### config.mk
export PLATFORM = sky130hd
export DESIGN_NAME = fuel_gauge_param_regs
export DESIGN_NICKNAME = d
export VERILOG_FILES = /design/src/core/fuel_gauge_param_regs.v /design/src/core/result_hold.v
export VERILOG_INCLUDE_DIRS = /design/src /design/src/include
export SDC_FILE = /design/constraint.sdc
export NUM_CORES = 1
export LEC_CHECK = 0
export BUFFER_PORTS_ARGS = -buffer_cell sky130_fd_sc_hd__buf_4
export CAP_MARGIN = 15
export CELL_PAD_IN_SITES_DETAIL_PLACEMENT = 0
export CELL_PAD_IN_SITES_GLOBAL_PLACEMENT = 1
export CORE_ASPECT_RATIO = 1.75
export CORE_MARGIN = 2
export CORE_UTILIZATION = 35
export CTS_CLUSTER_DIAMETER = 30
export DETAILED_ROUTE_END_ITERATION = 16
export PLACE_DENSITY_LB_ADDON = 0.1
export SLEW_MARGIN = 20
export SYNTH_ARGS = -nofsm -noshare
export SYNTH_HDL_FRONTEND = slang
export SYNTH_SLANG_ARGS = --single-unit
### constraint.sdc
create_clock -name sys_clk_in -period 1.75 [get_ports sys_clk_in]
set_input_delay 0.175 -clock sys_clk_in [delete_from_list [all_inputs] [get_ports sys_clk_in]]
set_output_delay 0.175 -clock sys_clk_in [all_outputs]
set_load 0.02 [all_outputs]
### src/include/fuel_gauge_param_regs.vh
// Register map constants for the fuel gauge parameter register bank
// Overview of operation
// - 0x19 holds 0C resistance, reset 0x3f
// - 0x1a holds 10C resistance, 2016 mohm
// - 0x1b..0x1e hold 20-60C resistances
// - Bits 5:4 scale low-charge resistance 1/2/4/8x
// - Bits 3:0 charging coefficient, reset 1000
// - Bit 6 picks thermistor or host temperature
// - Bits 5:0 host temperature, reset 11011
// - 0x21 reports SOC percent, clamped 0-100
// - 0x22 holds battery voltage bits 12:5
// - 0x23 bits 7:3 hold voltage bits 4:0
// - Writing 0x25 bit 7 clears results
`ifndef FUEL_GAUGE_PARAM_REGS_VH
`define FUEL_GAUGE_PARAM_REGS_VH

// ****************************************
// Register offsets
// ****************************************
`define ADDR_RES_0C        8'h19
`define ADDR_RES_10C       8'h1a
`define ADDR_RES_20C       8'h1b
`define ADDR_RES_30C       8'h1c
`define ADDR_RES_40C       8'h1d
`define ADDR_RES_60C       8'h1e
`define ADDR_RES_COEF      8'h1f
`define ADDR_TEMP_CFG      8'h20
`define ADDR_SOC_RESULT    8'h21
`define ADDR_VBAT_HIGH     8'h22
`define ADDR_VBAT_LOW      8'h23
`define ADDR_SOC_CLEAR     8'h25

// ****************************************
// Field positions
// ****************************************
`define LOW_SCALE_MSB      5
`define LOW_SCALE_LSB      4
`define CHG_COEF_MSB       3
`define CHG_COEF_LSB       0
`define TEMP_SRC_BIT       6
`define HOST_TEMP_MSB      5
`define HOST_TEMP_LSB      0
`define SOC_MSB            6
`define SOC_CLEAR_BIT      7
`define VBAT_HIGH_LSB      5
`define VBAT_LOW_POS       3

// ****************************************
// Reset values and limits
// ****************************************
`define RST_RES            8'h3f
`define RST_LOW_SCALE      2'h0
`define RST_CHG_COEF       4'h8
`define RST_TEMP_SRC       1'b0
`define RST_HOST_TEMP      6'h1b
`define SOC_MAX            7'h64

`endif

### src/core/fuel_gauge_param_regs.v
// Fuel gauge parameter and readout register bank
`timescale 1ns/10ps
`include "fuel_gauge_param_regs.vh"

module fuel_gauge_param_regs #(
   parameter RES_COUNT = 6
) (
   // Clock and reset
   input  wire        sys_clk_in,
   input  wire        nrst_in,
   // Register port from serial front end
   input  wire [7:0]  reg_addr_in,
   input  wire [7:0]  reg_wdata_in,
   input  wire        reg_wr_in,
   input  wire        reg_rd_in,
   output reg  [7:0]  reg_rdata_out,
   // Temperature from thermistor measurement
   input  wire [5:0]  thermistor_input_in,
   // Results from the estimator
   input  wire        soc_valid_in,
   input  wire [7:0]  soc_value_in,
   input  wire        vbat_valid_in,
   input  wire [12:0] vbat_mv_in,
   // Resistance table to the estimator
   output wire [7:0]  bat_resistance_0c_out,
   output wire [7:0]  bat_resistance_10c_out,
   output wire [7:0]  bat_resistance_20c_out,
   output wire [7:0]  bat_resistance_30c_out,
   output wire [7:0]  bat_resistance_40c_out,
   output wire [7:0]  bat_resistance_60c_out,
   // Coefficients and temperature to the estimator
   output reg  [1:0]  low_charge_resistance_scale_out,
   output reg  [3:0]  charging_resistance_coefficient_out,
   output reg         temperature_source_select_out,
   output reg  [5:0]  host_battery_temperature_out,
   output reg  [5:0]  battery_temperature_out,
   output reg         soc_clear_out
);

   // ****************************************
   // Write decode
   // ****************************************
   wire [7:0]  res_q [0:RES_COUNT-1];
   wire [6:0]  soc_q;
   wire [12:0] vbat_q;
   wire        wr_coef;
   wire        wr_temp;
   wire        clear_req;
   reg  [6:0]  soc_clamped;

   assign wr_coef   = reg_wr_in && (reg_addr_in == `ADDR_RES_COEF);
   assign wr_temp   = reg_wr_in && (reg_addr_in == `ADDR_TEMP_CFG);
   assign clear_req = reg_wr_in && (reg_addr_in == `ADDR_SOC_CLEAR)
                      && reg_wdata_in[`SOC_CLEAR_BIT];

   // ****************************************
   // Temperature-indexed resistance table
   // ****************************************
   genvar i;
   generate
      for (i = 0; i < RES_COUNT; i = i + 1) begin : g_res
         localparam integer ADDR_I = `ADDR_RES_0C + i;
         localparam [7:0] ADDR = ADDR_I[7:0];  // Offset kept to bus width
         reg [7:0] val_q;
         // One byte per temperature point, 32 mohm per step
         always @(posedge sys_clk_in) begin
            if (!nrst_in) begin
               val_q <= `RST_RES;
            end else if (reg_wr_in && (reg_addr_in == ADDR)) begin
               val_q <= reg_wdata_in;
            end
         end
         assign res_q[i] = val_q;
      end
   endgenerate

   assign bat_resistance_0c_out  = res_q[0];
   assign bat_resistance_10c_out = res_q[1];
   assign bat_resistance_20c_out = res_q[2];
   assign bat_resistance_30c_out = res_q[3];
   assign bat_resistance_40c_out = res_q[4];
   assign bat_resistance_60c_out = res_q[5];

   // ****************************************
   // Coefficient and temperature configuration
   // ****************************************
   // Only defined fields are stored; bits 7:6 and 7 dropped
   always @(posedge sys_clk_in) begin
      if (!nrst_in) begin
         low_charge_resistance_scale_out     <= `RST_LOW_SCALE;
         charging_resistance_coefficient_out <= `RST_CHG_COEF;
         temperature_source_select_out       <= `RST_TEMP_SRC;
         host_battery_temperature_out        <= `RST_HOST_TEMP;
      end else begin
         if (wr_coef) begin
            low_charge_resistance_scale_out <=
               reg_wdata_in[`LOW_SCALE_MSB:`LOW_SCALE_LSB];
            charging_resistance_coefficient_out <=
               reg_wdata_in[`CHG_COEF_MSB:`CHG_COEF_LSB];
         end
         if (wr_temp) begin
            temperature_source_select_out <= reg_wdata_in[`TEMP_SRC_BIT];
            host_battery_temperature_out  <=
               reg_wdata_in[`HOST_TEMP_MSB:`HOST_TEMP_LSB];
         end
      end
   end

   // Temperature handed to the gauge, per source select
   always @(posedge sys_clk_in) begin
      if (!nrst_in) begin
         battery_temperature_out <= 6'h00;
      end else if (temperature_source_select_out) begin
         battery_temperature_out <= host_battery_temperature_out;
      end else begin
         battery_temperature_out <= thermistor_input_in;
      end
   end

   // ****************************************
   // Results
   // ****************************************
   // Limit estimator SOC to 100 percent
   always @* begin
      if (soc_value_in > {1'b0, `SOC_MAX}) begin
         soc_clamped = `SOC_MAX;
      end else begin
         soc_clamped = soc_value_in[`SOC_MSB:0];
      end
   end

   result_hold #(
      .WIDTH (7)
   ) u_soc_hold (
      .sys_clk_in (sys_clk_in),
      .nrst_in    (nrst_in),
      .load_in    (soc_valid_in),
      .clear_in   (clear_req),
      .data_in    (soc_clamped),
      .value_out  (soc_q)
   );

   result_hold #(
      .WIDTH (13)
   ) u_vbat_hold (
      .sys_clk_in (sys_clk_in),
      .nrst_in    (nrst_in),
      .load_in    (vbat_valid_in),
      .clear_in   (clear_req),
      .data_in    (vbat_mv_in),
      .value_out  (vbat_q)
   );

   // Clear pulse to the estimator
   always @(posedge sys_clk_in) begin
      if (!nrst_in) begin
         soc_clear_out <= 1'b0;
      end else begin
         soc_clear_out <= clear_req;
      end
   end

   // ****************************************
   // Read path
   // ****************************************
   // Registered read data, zero for unused bits and addresses
   always @(posedge sys_clk_in) begin
      if (!nrst_in) begin
         reg_rdata_out <= 8'h00;
      end else if (reg_rd_in) begin
         case (reg_addr_in)
            `ADDR_RES_0C:     reg_rdata_out <= res_q[0];
            `ADDR_RES_10C:    reg_rdata_out <= res_q[1];
            `ADDR_RES_20C:    reg_rdata_out <= res_q[2];
            `ADDR_RES_30C:    reg_rdata_out <= res_q[3];
            `ADDR_RES_40C:    reg_rdata_out <= res_q[4];
            `ADDR_RES_60C:    reg_rdata_out <= res_q[5];
            `ADDR_RES_COEF:   reg_rdata_out <= {2'b00, low_charge_resistance_scale_out,
                                                charging_resistance_coefficient_out};
            `ADDR_TEMP_CFG:   reg_rdata_out <= {1'b0, temperature_source_select_out,
                                                host_battery_temperature_out};
            `ADDR_SOC_RESULT: reg_rdata_out <= {1'b0, soc_q};
            `ADDR_VBAT_HIGH:  reg_rdata_out <= vbat_q[12:`VBAT_HIGH_LSB];
            `ADDR_VBAT_LOW:   reg_rdata_out <= {vbat_q[4:0], 3'b000};
            default:          reg_rdata_out <= 8'h00;
         endcase
      end
   end

endmodule // fuel_gauge_param_regs

### src/core/result_hold.v
// Result holding register with load and clear
`timescale 1ns/10ps

module result_hold #(
   parameter WIDTH = 8
) (
   // Clock and reset
   input  wire             sys_clk_in,
   input  wire             nrst_in,
   // Control
   input  wire             load_in,
   input  wire             clear_in,
   input  wire [WIDTH-1:0] data_in,
   // Held value
   output reg  [WIDTH-1:0] value_out
);

   // New result wins over a clear in the same cycle
   always @(posedge sys_clk_in) begin
      if (!nrst_in) begin
         value_out <= {WIDTH{1'b0}};
      end else if (load_in) begin
         value_out <= data_in;
      end else if (clear_in) begin
         value_out <= {WIDTH{1'b0}};
      end
   end

endmodule // result_hold

# [Word-level counts from Yosys, hierarchy flattened]
# Index checks and enable logic that the tools add are counted.
# Widths: inputs -> output; s select.
[word_totals] output_inout_bits=76 in_bits=49 regBits=96
[op_classes] order_cmp=1 mux=7 eq_ne=12 reduce_logical=12
[op_table] op="$pmux 8 s11" count=1
[op_table] op="$eq 8x5->1 const B" count=7
[op_table] op="$eq 8x6->1 const B" count=5
[op_table] op="$mux 13" count=2
[op_table] op="$mux 7" count=3
[op_table] op="$logic_and 1x1->1" count=10
[op_table] op="$gt 8x7->1 const B" count=1
[op_table] op="$mux 6" count=1
[op_table] op="$reduce_bool 2->1" count=2

# [Logic depth before layout (Yosys ltp)]
# Gate-level depths: netlist (run 1).
[logic_depth] depth_word=5 depth_mapped=8 depth_no_buf=5

# [Hierarchy]
# Synthesis (run 1) repeated with hierarchy kept, for this count alone.
[hier_totals] cells_unflattened=497 area_unflattened_um2=4476.8
[by_module_without_submodules] mod="fuel_gauge_param_regs" cells_per_inst=409 seq_area_each_um2=1521.5 n_inst=1 area_per_inst_um2=3661.0
[by_module_without_submodules] mod="result_hold at u_vbat_hold" cells_per_inst=57 seq_area_each_um2=260.2 n_inst=1 area_per_inst_um2=510.5
[by_module_without_submodules] mod="result_hold at u_soc_hold" cells_per_inst=31 seq_area_each_um2=140.1 n_inst=1 area_per_inst_um2=305.3

# [Worst setup path after synthesis (run 1)]
# No wires, ideal clock.
[synth_path] path_type="input to register" startpoint="input port reg_addr_in[7]" endpoint="register g_res[5].val_q[0], in the netlist bat_resistance_60c_out[0]" stages=6 setup_slack_ns=0.101 t_required_ns=1.621 t_arrival_ns=1.520 setup_ns=0.129 path_cell_list="or2_1 -> buf_2 -> nor3_4 -> nand3_2 -> mux2i_1 -> nand2_1"
[synth_between] elab_chain_cells=2
[synth_lines] element="from (decl)" line_no="fuel_gauge_param_regs.v:12" source="input wire [7:0] reg_addr_in,"
[synth_lines] element="$eq 8x5->1" line_no="fuel_gauge_param_regs.v:69" source="end else if (reg_wr_in && (reg_addr_in == ADDR)) begin"
[synth_lines] element="$logic_and 1x1->1" line_no="fuel_gauge_param_regs.v:69"
[synth_lines] element="to (signal assigned)" line_no="fuel_gauge_param_regs.v:68" source="val_q <= `RST_RES;"
[synth_lines] element="to (signal assigned)" line_no="fuel_gauge_param_regs.v:70" source="val_q <= reg_wdata_in;"
[synth_lines] element="to (decl)" line_no="fuel_gauge_param_regs.v:64" source="reg [7:0] val_q;"
# No other way between the ends.
# A chain may end at the register's enable or synchronous reset.

# [Final worst setup path (run 1)]
[layout_path] startpoint="register g_res[2].val_q[0], in the netlist bat_resistance_20c_out[0]" endpoint="register reg_rdata_out[0]"
[layout_between] elab_chain_cells=1
[layout_lines] element="from (decl)" line_no="fuel_gauge_param_regs.v:64"
[layout_lines] element="from (signal assigned)" line_no="fuel_gauge_param_regs.v:68"
[layout_lines] element="from (signal assigned)" line_no="fuel_gauge_param_regs.v:70"
[layout_lines] element="$pmux 8 s11" line_no="fuel_gauge_param_regs.v:171" source="case (reg_addr_in)"
[layout_lines] element="to (signal assigned)" line_no="fuel_gauge_param_regs.v:172" source="`ADDR_RES_0C: reg_rdata_out <= res_q[0];"
[layout_lines] element="to (signal assigned)" line_no="fuel_gauge_param_regs.v:173" source="`ADDR_RES_10C: reg_rdata_out <= res_q[1];"
[layout_lines] element="to (signal assigned)" line_no="fuel_gauge_param_regs.v:174" source="`ADDR_RES_20C: reg_rdata_out <= res_q[2];"
[layout_lines] element="to (decl)" line_no="fuel_gauge_param_regs.v:16" source="output reg [7:0] reg_rdata_out,"
# No other way between the ends.

==> metrics, run 1 <==
routability cong. 0.8271; Core Area 12500 sq um; classification of the worst-slack hold path in -> reg; CTS tree done; Crit path buffers/inverters 1; number of distinct standard cells referenced by the synthesized netlist 45; number of rows created at floorplan 54; I/O pin cnt 125; hold violation total from the final report 0; fraction of the cycle the final worst path needs 85.31%; # fillers 1216; clock transition at the registers of the reported paths 0.07 ns; Longest Clk Path Bufs 2; sequential cell area fraction in the yosys report 42.62%; reported leakage power 0.002652 uW; wire length of the first global-routing pass 22550 um; vertical die dimension 154.2 um; clock buffer count from CTS 9; total setup buffers inserted after CTS 0; fraction of final layout cells with drive strength greater than 1 33.60%; DRC errors left 0; buffer cell driving the clock tree root clkbuf_16; DRT Pass-1 Iters 4; cells traversed along the worst timing path mux2_2 > a221oi_2 > buf_4 > nor3_1 > a221oi_1 > nor3b_1; Crit path required time 1.98 ns; diode count 0; TritonCTS Sinks 96; total nets after synthesis 525; largest fanout of any net on the critical path 3; Largest delay share family, worst path compound AO/OA/AOI/OAI gates; leading area contributor after synthesis dfxtp_1; Slowest-stage cell, CP dfxtp_1; Post-Syn Area 4509 sq um; Hold Path Origin thermistor_input_in[0]; Setup TNS Final 0 ns; max_slew headroom 70.09%; post-route standard cell area excluding fillers 6168 sq um; max-slew violation count 0; total design power 4726 uW; Die Span X 89.81 um; cell with the most instances after synthesis dfxtp_1; total vias in the final route 3975; Routed WL 14690 um; Critical Path Max Stage Delay 0.33 ns; initial antenna violation count 0; post-detailed-route wirelength per cell 18.67 um; top cell types by occurrence after synthesis dfxtp_1, nand2_1, mux2i_1; final global-route overflow total 0; placement-stage cell area 5853 sq um; CTS H-Tree Depth 3; biggest area contributors in the synthesized netlist dfxtp_1, mux2i_1, nand2_1, nor2b_1, mux2_2; count of nets after finishing 663; via density per instance 5.051; fraction of synthesis flops using an asynchronous set or reset pin 0%; arrival time at the worst endpoint 1.72 ns; Worst Skew 0.005479 ns; number of warnings issued by yosys 0; power density of the placed cells 766.2 nW/um^2; number of synthesized flops with an enable pin 0; final number of setup-violating endpoints 0; prevailing post-synth register cell dfxtp_1; pin count of the biggest net entering global routing 50; remaining antenna violation count 0; startpoint of the most critical setup path bat_resistance_20c_out[0]; die area 13840 sq um; initial detailed-routing violation count 189; HPWL after DPL 11290 um; vias in the first global route 3988; result of the run finished, final reports clean; min cycle time layout 1.493 ns; post-synthesis register bit count 96; transition time at the pin with the least slew margin 0.4487 ns; peak clock frequency supported by timing 0.6698 GHz; reg-to-reg startpoint bat_resistance_20c_out[0]; unrepaired setup endpoints after global routing no; total track usage 21.14%; clock latency at the later pin of the worst-skew pair 0.34 ns; type of element launching the critical path flop; max-cap violations 0; peak supply drop 0.4700 mV; area grow syn2layout 36.79%; crit end category flop; Starting Density 36.08%; average footprint of a synthesized cell 9.473 sq um; Crit Path Class reg -> reg; fraction of synthesized cell area taken by the top area cell type 42.62%; count of buffers inserted at the top-level ports 124; number of instances in the synthesized netlist 476
==> layout make-up <==
class	instances	area (sq um)	share of cell area, %
Multi-Input combinational cell	336	2396	38.84
Inverter	4	15.01	0.2434
Clock buffer	12	256.5	4.158
Tap cell	168	210.2	3.408
Clock inverter	4	52.55	0.8519
Sequential cell	96	1922	31.16
Timing Repair Buffer	167	1316	21.34
==> cells by family (layout without fill, tap and decap cells) <==
family | Yosys count | in the layout | share of synthesized area [%]
DFF | 96 | 96 | 42.62
buffers and inverters | 44 | 187 | 4.384
muxes | 88 | 88 | 20.98
and+or+nand+nor | 180 | 180 | 21.75
AOI/OAI and AO/OA | 68 | 68 | 10.27
==> state kept, by name, summed over array words and instances (netlist names), 7 cells and up <==
register,count
u_vbat_hold.value_out,13
bat_resistance_40c_out,8
bat_resistance_10c_out,8
bat_resistance_30c_out,8
bat_resistance_60c_out,8
bat_resistance_0c_out,8
bat_resistance_20c_out,8
reg_rdata_out,8
u_soc_hold.value_out,7
==> what timing repair did <==
item / CTS / global route
hold buffers: 0 / 0
resized for setup: 0 / 1
endpoints found under the setup margin: 0 / 1
==> layer usage <==
layer / share of wire (%) / routed length [um] / track usage [%]
met1: 41 / 6014 / 24.83
met2: 53 / 7783 / 38.56
met3: 3.8 / 552 / 3.234
met4: 2.3 / 340 / 7.985
met5: 0 / 0 / 0
==> where the power goes <==
group,total (uW),switching (uW),internal (uW)
clock,2040,849,1190
combinational,452,239,213
sequential,2240,20.1,2220
==> layout by cell type, fill, tap and decap left out, types with 6 or more instances in the layout <==
| master | n |
|---|---|
| clkbuf_16 | 9 |
| a221oi_1 | 7 |
| o21ai_0 | 16 |
| nand3_1 | 11 |
| nor2b_1 | 41 |
| and2_1 | 7 |
| mux2_2 | 12 |
| a21oi_1 | 9 |
| a21boi_0 | 9 |
| nand3b_1 | 9 |
| mux2i_1 | 72 |
| dfxtp_1 | 96 |
| buf_4 | 162 |
| nand2_1 | 75 |
| a31oi_1 | 6 |
| nor2_1 | 10 |
==> worst reg2reg max path: stages (launching register included) <==
cell and delay, ns:
dfxtp_1 0.33, mux2_2 0.30, a221oi_2 0.26, buf_4 0.16, nor3_1 0.04, a221oi_1 0.21, nor3b_1 0.09
==> path summary, 6_finish.rpt <==
kind	to	depth (start not counted)	slack, ns
hold / removal	battery_temperature_out[0]	3	0.08
setup reg to reg	reg_rdata_out[0]	6	0.26
setup / recovery	reg_rdata_out[0]	6	0.26
hold reg to reg	reg_rdata_out[3]	2	0.50
==> metrics by stage <==
| stage | utilization, % | hold WS [ns] | std cells | setup slack (ns) |
|---|---|---|---|---|
| finish | 49.35 | 0.08171 | 787 | 0.2571 |
| global route | 49.35 | 0.09646 | 787 | 0.09698 |
| CTS | 49.30 | 0.07837 | 787 | 0.1153 |
| detailed placement | 46.83 | 0.4351 | 771 | -0.06210 |
| global placement | 46.83 | 0.4257 | 771 | -0.03784 |
| floorplan | - | 0.3067 | 476 | 0.1007 |
Note: power is estimated with default switching activity, not from simulation.
==> run 2, diff against run 1 <==
--- a/config.mk
+++ b/config.mk
@@ -6,15 +6,16 @@
 export SDC_FILE = /design/constraint.sdc
 export NUM_CORES = 1
 export LEC_CHECK = 0
-export BUFFER_PORTS_ARGS = -buffer_cell sky130_fd_sc_hd__buf_4
+export ABC_AREA = 1
 export CAP_MARGIN = 15
 export CELL_PAD_IN_SITES_DETAIL_PLACEMENT = 0
 export CELL_PAD_IN_SITES_GLOBAL_PLACEMENT = 1
 export CORE_ASPECT_RATIO = 1.75
 export CORE_MARGIN = 2
-export CORE_UTILIZATION = 35
+export CORE_UTILIZATION = 39
 export CTS_CLUSTER_DIAMETER = 30
 export DETAILED_ROUTE_END_ITERATION = 16
+export DONT_BUFFER_PORTS = 1
 export PLACE_DENSITY_LB_ADDON = 0.1
 export SLEW_MARGIN = 20
 export SYNTH_ARGS = -nofsm -noshare
==> metrics, run 2 <==
DRC errors left 0; total design power 4596 uW; unrepaired setup endpoints after global routing no; commonest non-fill, non-tap cells in the layout nand2_1, nand3_1, dfxtp_1; die area 11880 sq um; total stage count of the critical path 4; via density per instance 5.381; register with the most flip-flops u_vbat_hold.value_out; top cell types by occurrence after synthesis nand2_1, nand3_1, dfxtp_1; peak clock frequency supported by timing 0.6821 GHz; vertical die dimension 142.7 um; most common library cell in the layout ignoring fill and taps nand2_1; Crit path required time 2.03 ns; number of distinct standard cells referenced by the synthesized netlist 21; max_slew headroom 60.21%; prevailing post-synth register cell dfxtp_1; type of element launching the critical path input pin; Core Area 10700 sq um; number of flip-flops under the largest register name 13; total nets after synthesis 670; Comb pwr share 6.4%; Critical Path Max Stage Delay 0.79 ns; number of synthesized flops with an enable pin 0; result of the run finished, final reports clean; clock transition at the registers of the reported paths 0.06 ns; cells traversed along the worst timing path dlygate4sd3_1 > nand2_1 > dlygate4sd3_1 > a21oi_1; remaining antenna violation count 0; Slowest-stage cell, CP dlygate4sd3_1; largest fanout of any net on the critical path 13; routability cong. 0.8645; number of instances in the synthesized netlist 621; depth of the worst register-to-register path 3; Flop pwr share 49.1%; fraction of the cycle the final worst path needs 83.78%; net switching power 1084 uW; Die Span X 83.24 um; DRT Pass-1 Iters 5; DP Cell Count 735; Routed WL 15060 um; post-detailed-route wirelength per cell 19.19 um; sequential cell area fraction in the yosys report 44.85%; max-cap violations 0; min cycle time layout 1.466 ns; area grow syn2layout 18.89%; clock buffer count from CTS 9; Worst Hold Depth 2; post-route standard cell area excluding fillers 5095 sq um; number of non-filler instances in the completed layout 785; I/O pin cnt 125; Largest delay share family, worst path buffers and inverters; average footprint of a synthesized cell 6.901 sq um; initial detailed-routing violation count 302; Setup TNS Final 0 ns; initial antenna violation count 1; vias in the first global route 4001; placement-stage cell area 4432 sq um; buffer cell driving the clock tree root clkbuf_16; leading area contributor after synthesis dfxtp_1; crit end category flop; CTS tree done; hold violation total from the final report 0; final number of setup-violating endpoints 0; Longest Clk Path Bufs 2; number of warnings issued by yosys 0; clock latency at the later pin of the worst-skew pair 0.34 ns; total track usage 25.22%; count of buffers inserted at the top-level ports 0; arrival time at the worst endpoint 1.74 ns; final global-route overflow total 0; CTS H-Tree Depth 3; transition time at the pin with the least slew margin 0.5949 ns; Fin Hold WS 0.007071 ns; fraction of synthesized cell area taken by the top area cell type 44.85%; power density of the placed cells 902.0 nW/um^2; Starting Density 40.06%; Crit path buffers/inverters 2; clock share of power 44.5%; Worst Skew 0.009221 ns; HPWL after DPL 10840 um; fraction of power spent switching nets 23.58%; count of nets after finishing 699; peak supply drop 0.7012 mV; fraction of final layout cells with drive strength greater than 1 8.563%; Most Frequent Cell on Critical Path dlygate4sd3_1; Post-Syn Area 4285 sq um; reported leakage power 0.002246 uW; post-synthesis register bit count 96; # fillers 1113; TritonCTS Sinks 96; classification of the worst-slack hold path in -> reg; total vias in the final route 4224; fraction of synthesis flops using an asynchronous set or reset pin 0%; Crit Path Class in -> reg; max-slew violation count 0; Internal Power 3512 uW; number of rows created at floorplan 50; total setup buffers inserted after CTS 0; reg-to-reg slack, setup 0.46 ns; cell with the most instances after synthesis nand2_1; biggest area contributors in the synthesized netlist dfxtp_1, nand3_1, nand2_1, a21oi_1, nor2_1; wire length of the first global-routing pass 22700 um; pin count of the biggest net entering global routing 55
run 2: changes by cell type in the layout (fill, tap and decap cells not counted), moves of 9 or more:
cell / delta
buf_4: -149
nand3_1: +123
nand2_1: +90
mux2i_1: -72
nor2_1: +50
a21oi_1: +41
nor2b_1: -41
dlygate4sd3_1: +33
inv_1: +22
mux2_2: -12
o21ai_0: +10
a21boi_0: -9
nand3b_1: -9
run 2: per-layer routing:
metal | vias to the layer above | routed length (um) | track usage (%)
met1 | 1927 | 5568 | 27.38
li1 | 2105 | - | -
met5 | - | 0 | 0
met4 | 0 | 445 | 10.44
met2 | 163 | 8102 | 46.94
met3 | 29 | 947 | 5.434
run 2: worst paths after layout:
check | from | endpoint
max | vbat_valid_in | u_vbat_hold.value_out[7]
min | vbat_mv_in[12] | u_vbat_hold.value_out[12]
max reg2reg | host_battery_temperature_out[3] | host_battery_temperature_out[3]
min reg2reg | u_vbat_hold.value_out[9] | u_vbat_hold.value_out[9]
run 2: cell families after synthesis:
group	share of synthesized area, %
buffers and inverters	6.190
and+or+nand+nor	39.74
DFF	44.85
AOI/OAI and AO/OA	9.226
run 2: per-stage QoR:
| step | util, % | setup slack (ns) |
|---|---|---|
| final | 47.63 | 0.2839 |
| after global routing | 47.63 | 0.1042 |
| after CTS | 47.56 | 0.1899 |
| after detailed placement | 41.43 | 0.2507 |
| after global placement | 41.43 | 0.2519 |
| after floorplan | - | 0.5212 |
run 2: cell type report:
class | instances | area [sq um] | area share [%]
well taps | 130 | 162.7 | 3.193
flip-flops and latches | 96 | 1922 | 37.72
repair buffers | 48 | 467.9 | 9.185
clock buffers | 11 | 252.7 | 4.961
diodes | 1 | 2.502 | 0.04912
inverters | 35 | 131.4 | 2.579
clock inverters | 4 | 52.55 | 1.031
multi-input cells | 460 | 2103 | 41.28
run 2: what timing repair did:
item / CTS / global route
gates resized for setup: 0 / 1
hold buffers: 34 / 0
setup endpoints to repair: 0 / 1
endpoints found under the hold margin: 94 / 0
run 2: worst register-to-register path, stage by stage (launching register included):
cell	delay, ns
dfxtp_1	0.53
nand2_1	0.09
nand3_1	0.08
dlygate4sd3_1	0.54
run 2: power by group through the flow:
| stage | Clock (uW) | Combinational (uW) | Sequential, uW |
|---|---|---|---|
| 6_report | 2050 | 294 | 2260 |
| 4_1_cts | 2070 | 291 | 2260 |
| 5_1_grt | 2150 | 323 | 2260 |
| 3_5_place_dp | 0 | 176 | 2310 |
| 3_3_place_gp | 0 | 175 | 2310 |
| 2_1_floorplan | 0 | 167 | 2300 |
==> run 3, diff against run 2 <==
==> constraint.sdc (replaced) <==
create_clock -name sys_clk_in -period 1.3 [get_ports sys_clk_in]
set_input_delay 0.13 -clock sys_clk_in [delete_from_list [all_inputs] [get_ports sys_clk_in]]
set_output_delay 0.13 -clock sys_clk_in [all_outputs]
set_load 0.02 [all_outputs]
==> metrics, run 3 (synthesized netlist as in run 2, its figures left out) <==
result of the run finished, final reports clean; reported leakage power 0.002597 uW; peak clock frequency supported by timing 0.8543 GHz; hold violation total from the final report 0; classification of the worst-slack hold path in -> reg; arrival time at the worst endpoint 1.45 ns; initial detailed-routing violation count 210; final number of setup-violating endpoints 0; buffer cell driving the clock tree root clkbuf_16; max_slew headroom 57.44%; most common library cell in the layout ignoring fill and taps nand2_1; Die Span X 83.24 um; DRT Pass-1 Iters 5; footprint of the flip-flops and latches 1922 sq um; initial antenna violation count 0; count of buffers inserted at the top-level ports 0; min cycle time layout 1.171 ns; Fin Hold WS 0.01137 ns; crit end category flop; post-route worst setup slack 0.1294 ns; Crit path required time 1.58 ns; unrepaired setup endpoints after global routing no; pin count of the biggest net entering global routing 55; vias in the first global route 4279; commonest non-fill, non-tap cells in the layout nand2_1, nand3_1, dfxtp_1; area grow syn2layout 32.29%; clock buffer count from CTS 9; final global-route overflow total 0; routability cong. 0.9121; register with the most flip-flops u_vbat_hold.value_out; fraction of the cycle the final worst path needs 90.04%; placement-stage cell area 5005 sq um; Core Area 10700 sq um; HPWL after DPL 11170 um; post-route standard cell area excluding fillers 5669 sq um; Worst Skew 0.01263 ns; Starting Density 40.06%; number of flip-flops under the largest register name 13; diode count 0; DP Cell Count 808; vertical die dimension 142.7 um; remaining antenna violation count 0; max-cap violations 0; post-detailed-route wirelength per cell 17.53 um; area occupied by multi-input gates 2098 sq um; startpoint of the most critical setup path soc_valid_in; total vias in the final route 4451; count of nets after finishing 773; type of element launching the critical path input pin; final core utilization 52.99%; total track usage 25.67%; clock transition at the registers of the reported paths 0.07 ns; fraction of final layout cells with drive strength greater than 1 17.83%; Hold Path Origin soc_value_in[5]; I/O pin cnt 125; # fillers 1078; depth of the worst register-to-register path 6; power density of the placed cells 1092 nW/um^2; via density per instance 5.182; wire length of the first global-routing pass 23290 um; clock latency at the later pin of the worst-skew pair 0.35 ns; largest fanout of any net on the critical path 3; Worst Hold Depth 2; die area 11880 sq um; Routed WL 15060 um; reg-to-reg startpoint bat_resistance_30c_out[4]; Longest Clk Path Bufs 2; number of rows created at floorplan 50; transition time at the pin with the least slew margin 0.6364 ns; post-placement worst setup slack -0.07750 ns; peak supply drop 0.6943 mV; CTS tree done; Crit Path Class in -> reg; DRC errors left 0; max-slew violation count 0; TritonCTS Sinks 96; number of non-filler instances in the completed layout 859; CTS H-Tree Depth 3
run 3: cell types whose count changed in the layout (fill, tap and decap cells not counted):
| cell | change |
|---|---|
| buf_12 | +2 |
| buf_4 | +71 |
| clkbuf_8 | -1 |
| clkinv_2 | +1 |
| clkinv_4 | -1 |
| clkinvlp_4 | +1 |
| diode_2 | -1 |
| dlygate4sd3_1 | +1 |
| inv_6 | +1 |
| nor2_2 | +1 |
| nor2_4 | -1 |
run 3: where the power goes:
part	switching [uW]	internal (uW)	total (uW)
combinational	264	167	431
clock	1180	1550	2730
sequential	40.7	2990	3030
total	1480	4710	6190
run 3: critical path, cell delays in order:
cell,delay [ns]
dlygate4sd3_1,0.56
o21ai_0,0.08
dlygate4sd3_1,0.55
a21oi_1,0.13
run 3: final cells by class:
type / instances / share of cell area [%]
inverter: 35 / 2.317
sequential: 96 / 33.90
multi-input combinational: 460 / 37.01
clock buffer: 10 / 4.215
tap: 130 / 2.869
clock inverter: 6 / 1.148
timing repair buffer: 122 / 18.54
run 3: path summary, 6_finish.rpt:
path / end / slack (ns)
worst max-delay path: u_soc_hold.value_out[6] / 0.13
worst min-delay path: u_soc_hold.value_out[5] / 0.01
worst max register to register: reg_rdata_out[4] / 0.21
worst min register to register: u_vbat_hold.value_out[2] / 0.48
run 3: layer usage:
metal	up-vias	track usage (%)	share of wire, %
met5	-	0	0
met4	0	10.96	3.1
met3	27	5.954	6.0
met2	136	48.05	54
met1	2039	27.26	37
li1	2249	-	-
run 3: through the flow:
step                      setup TNS [ns]  power, uW
after global routing                   0       6393
final                                  0       6191
after detailed placement         -0.1431       3363
after CTS                              0       6223
after global placement          -0.06546       3360
after floorplan                        0       3321
run 3: what timing repair did:
| action | 4_1_cts | 5_1_grt |
|---|---|---|
| setup buffers | 0 | 0 |
| gates resized for setup | 0 | 0 |
| hold buffers | 35 | 0 |
| endpoints found under the hold margin | 95 | 0 |
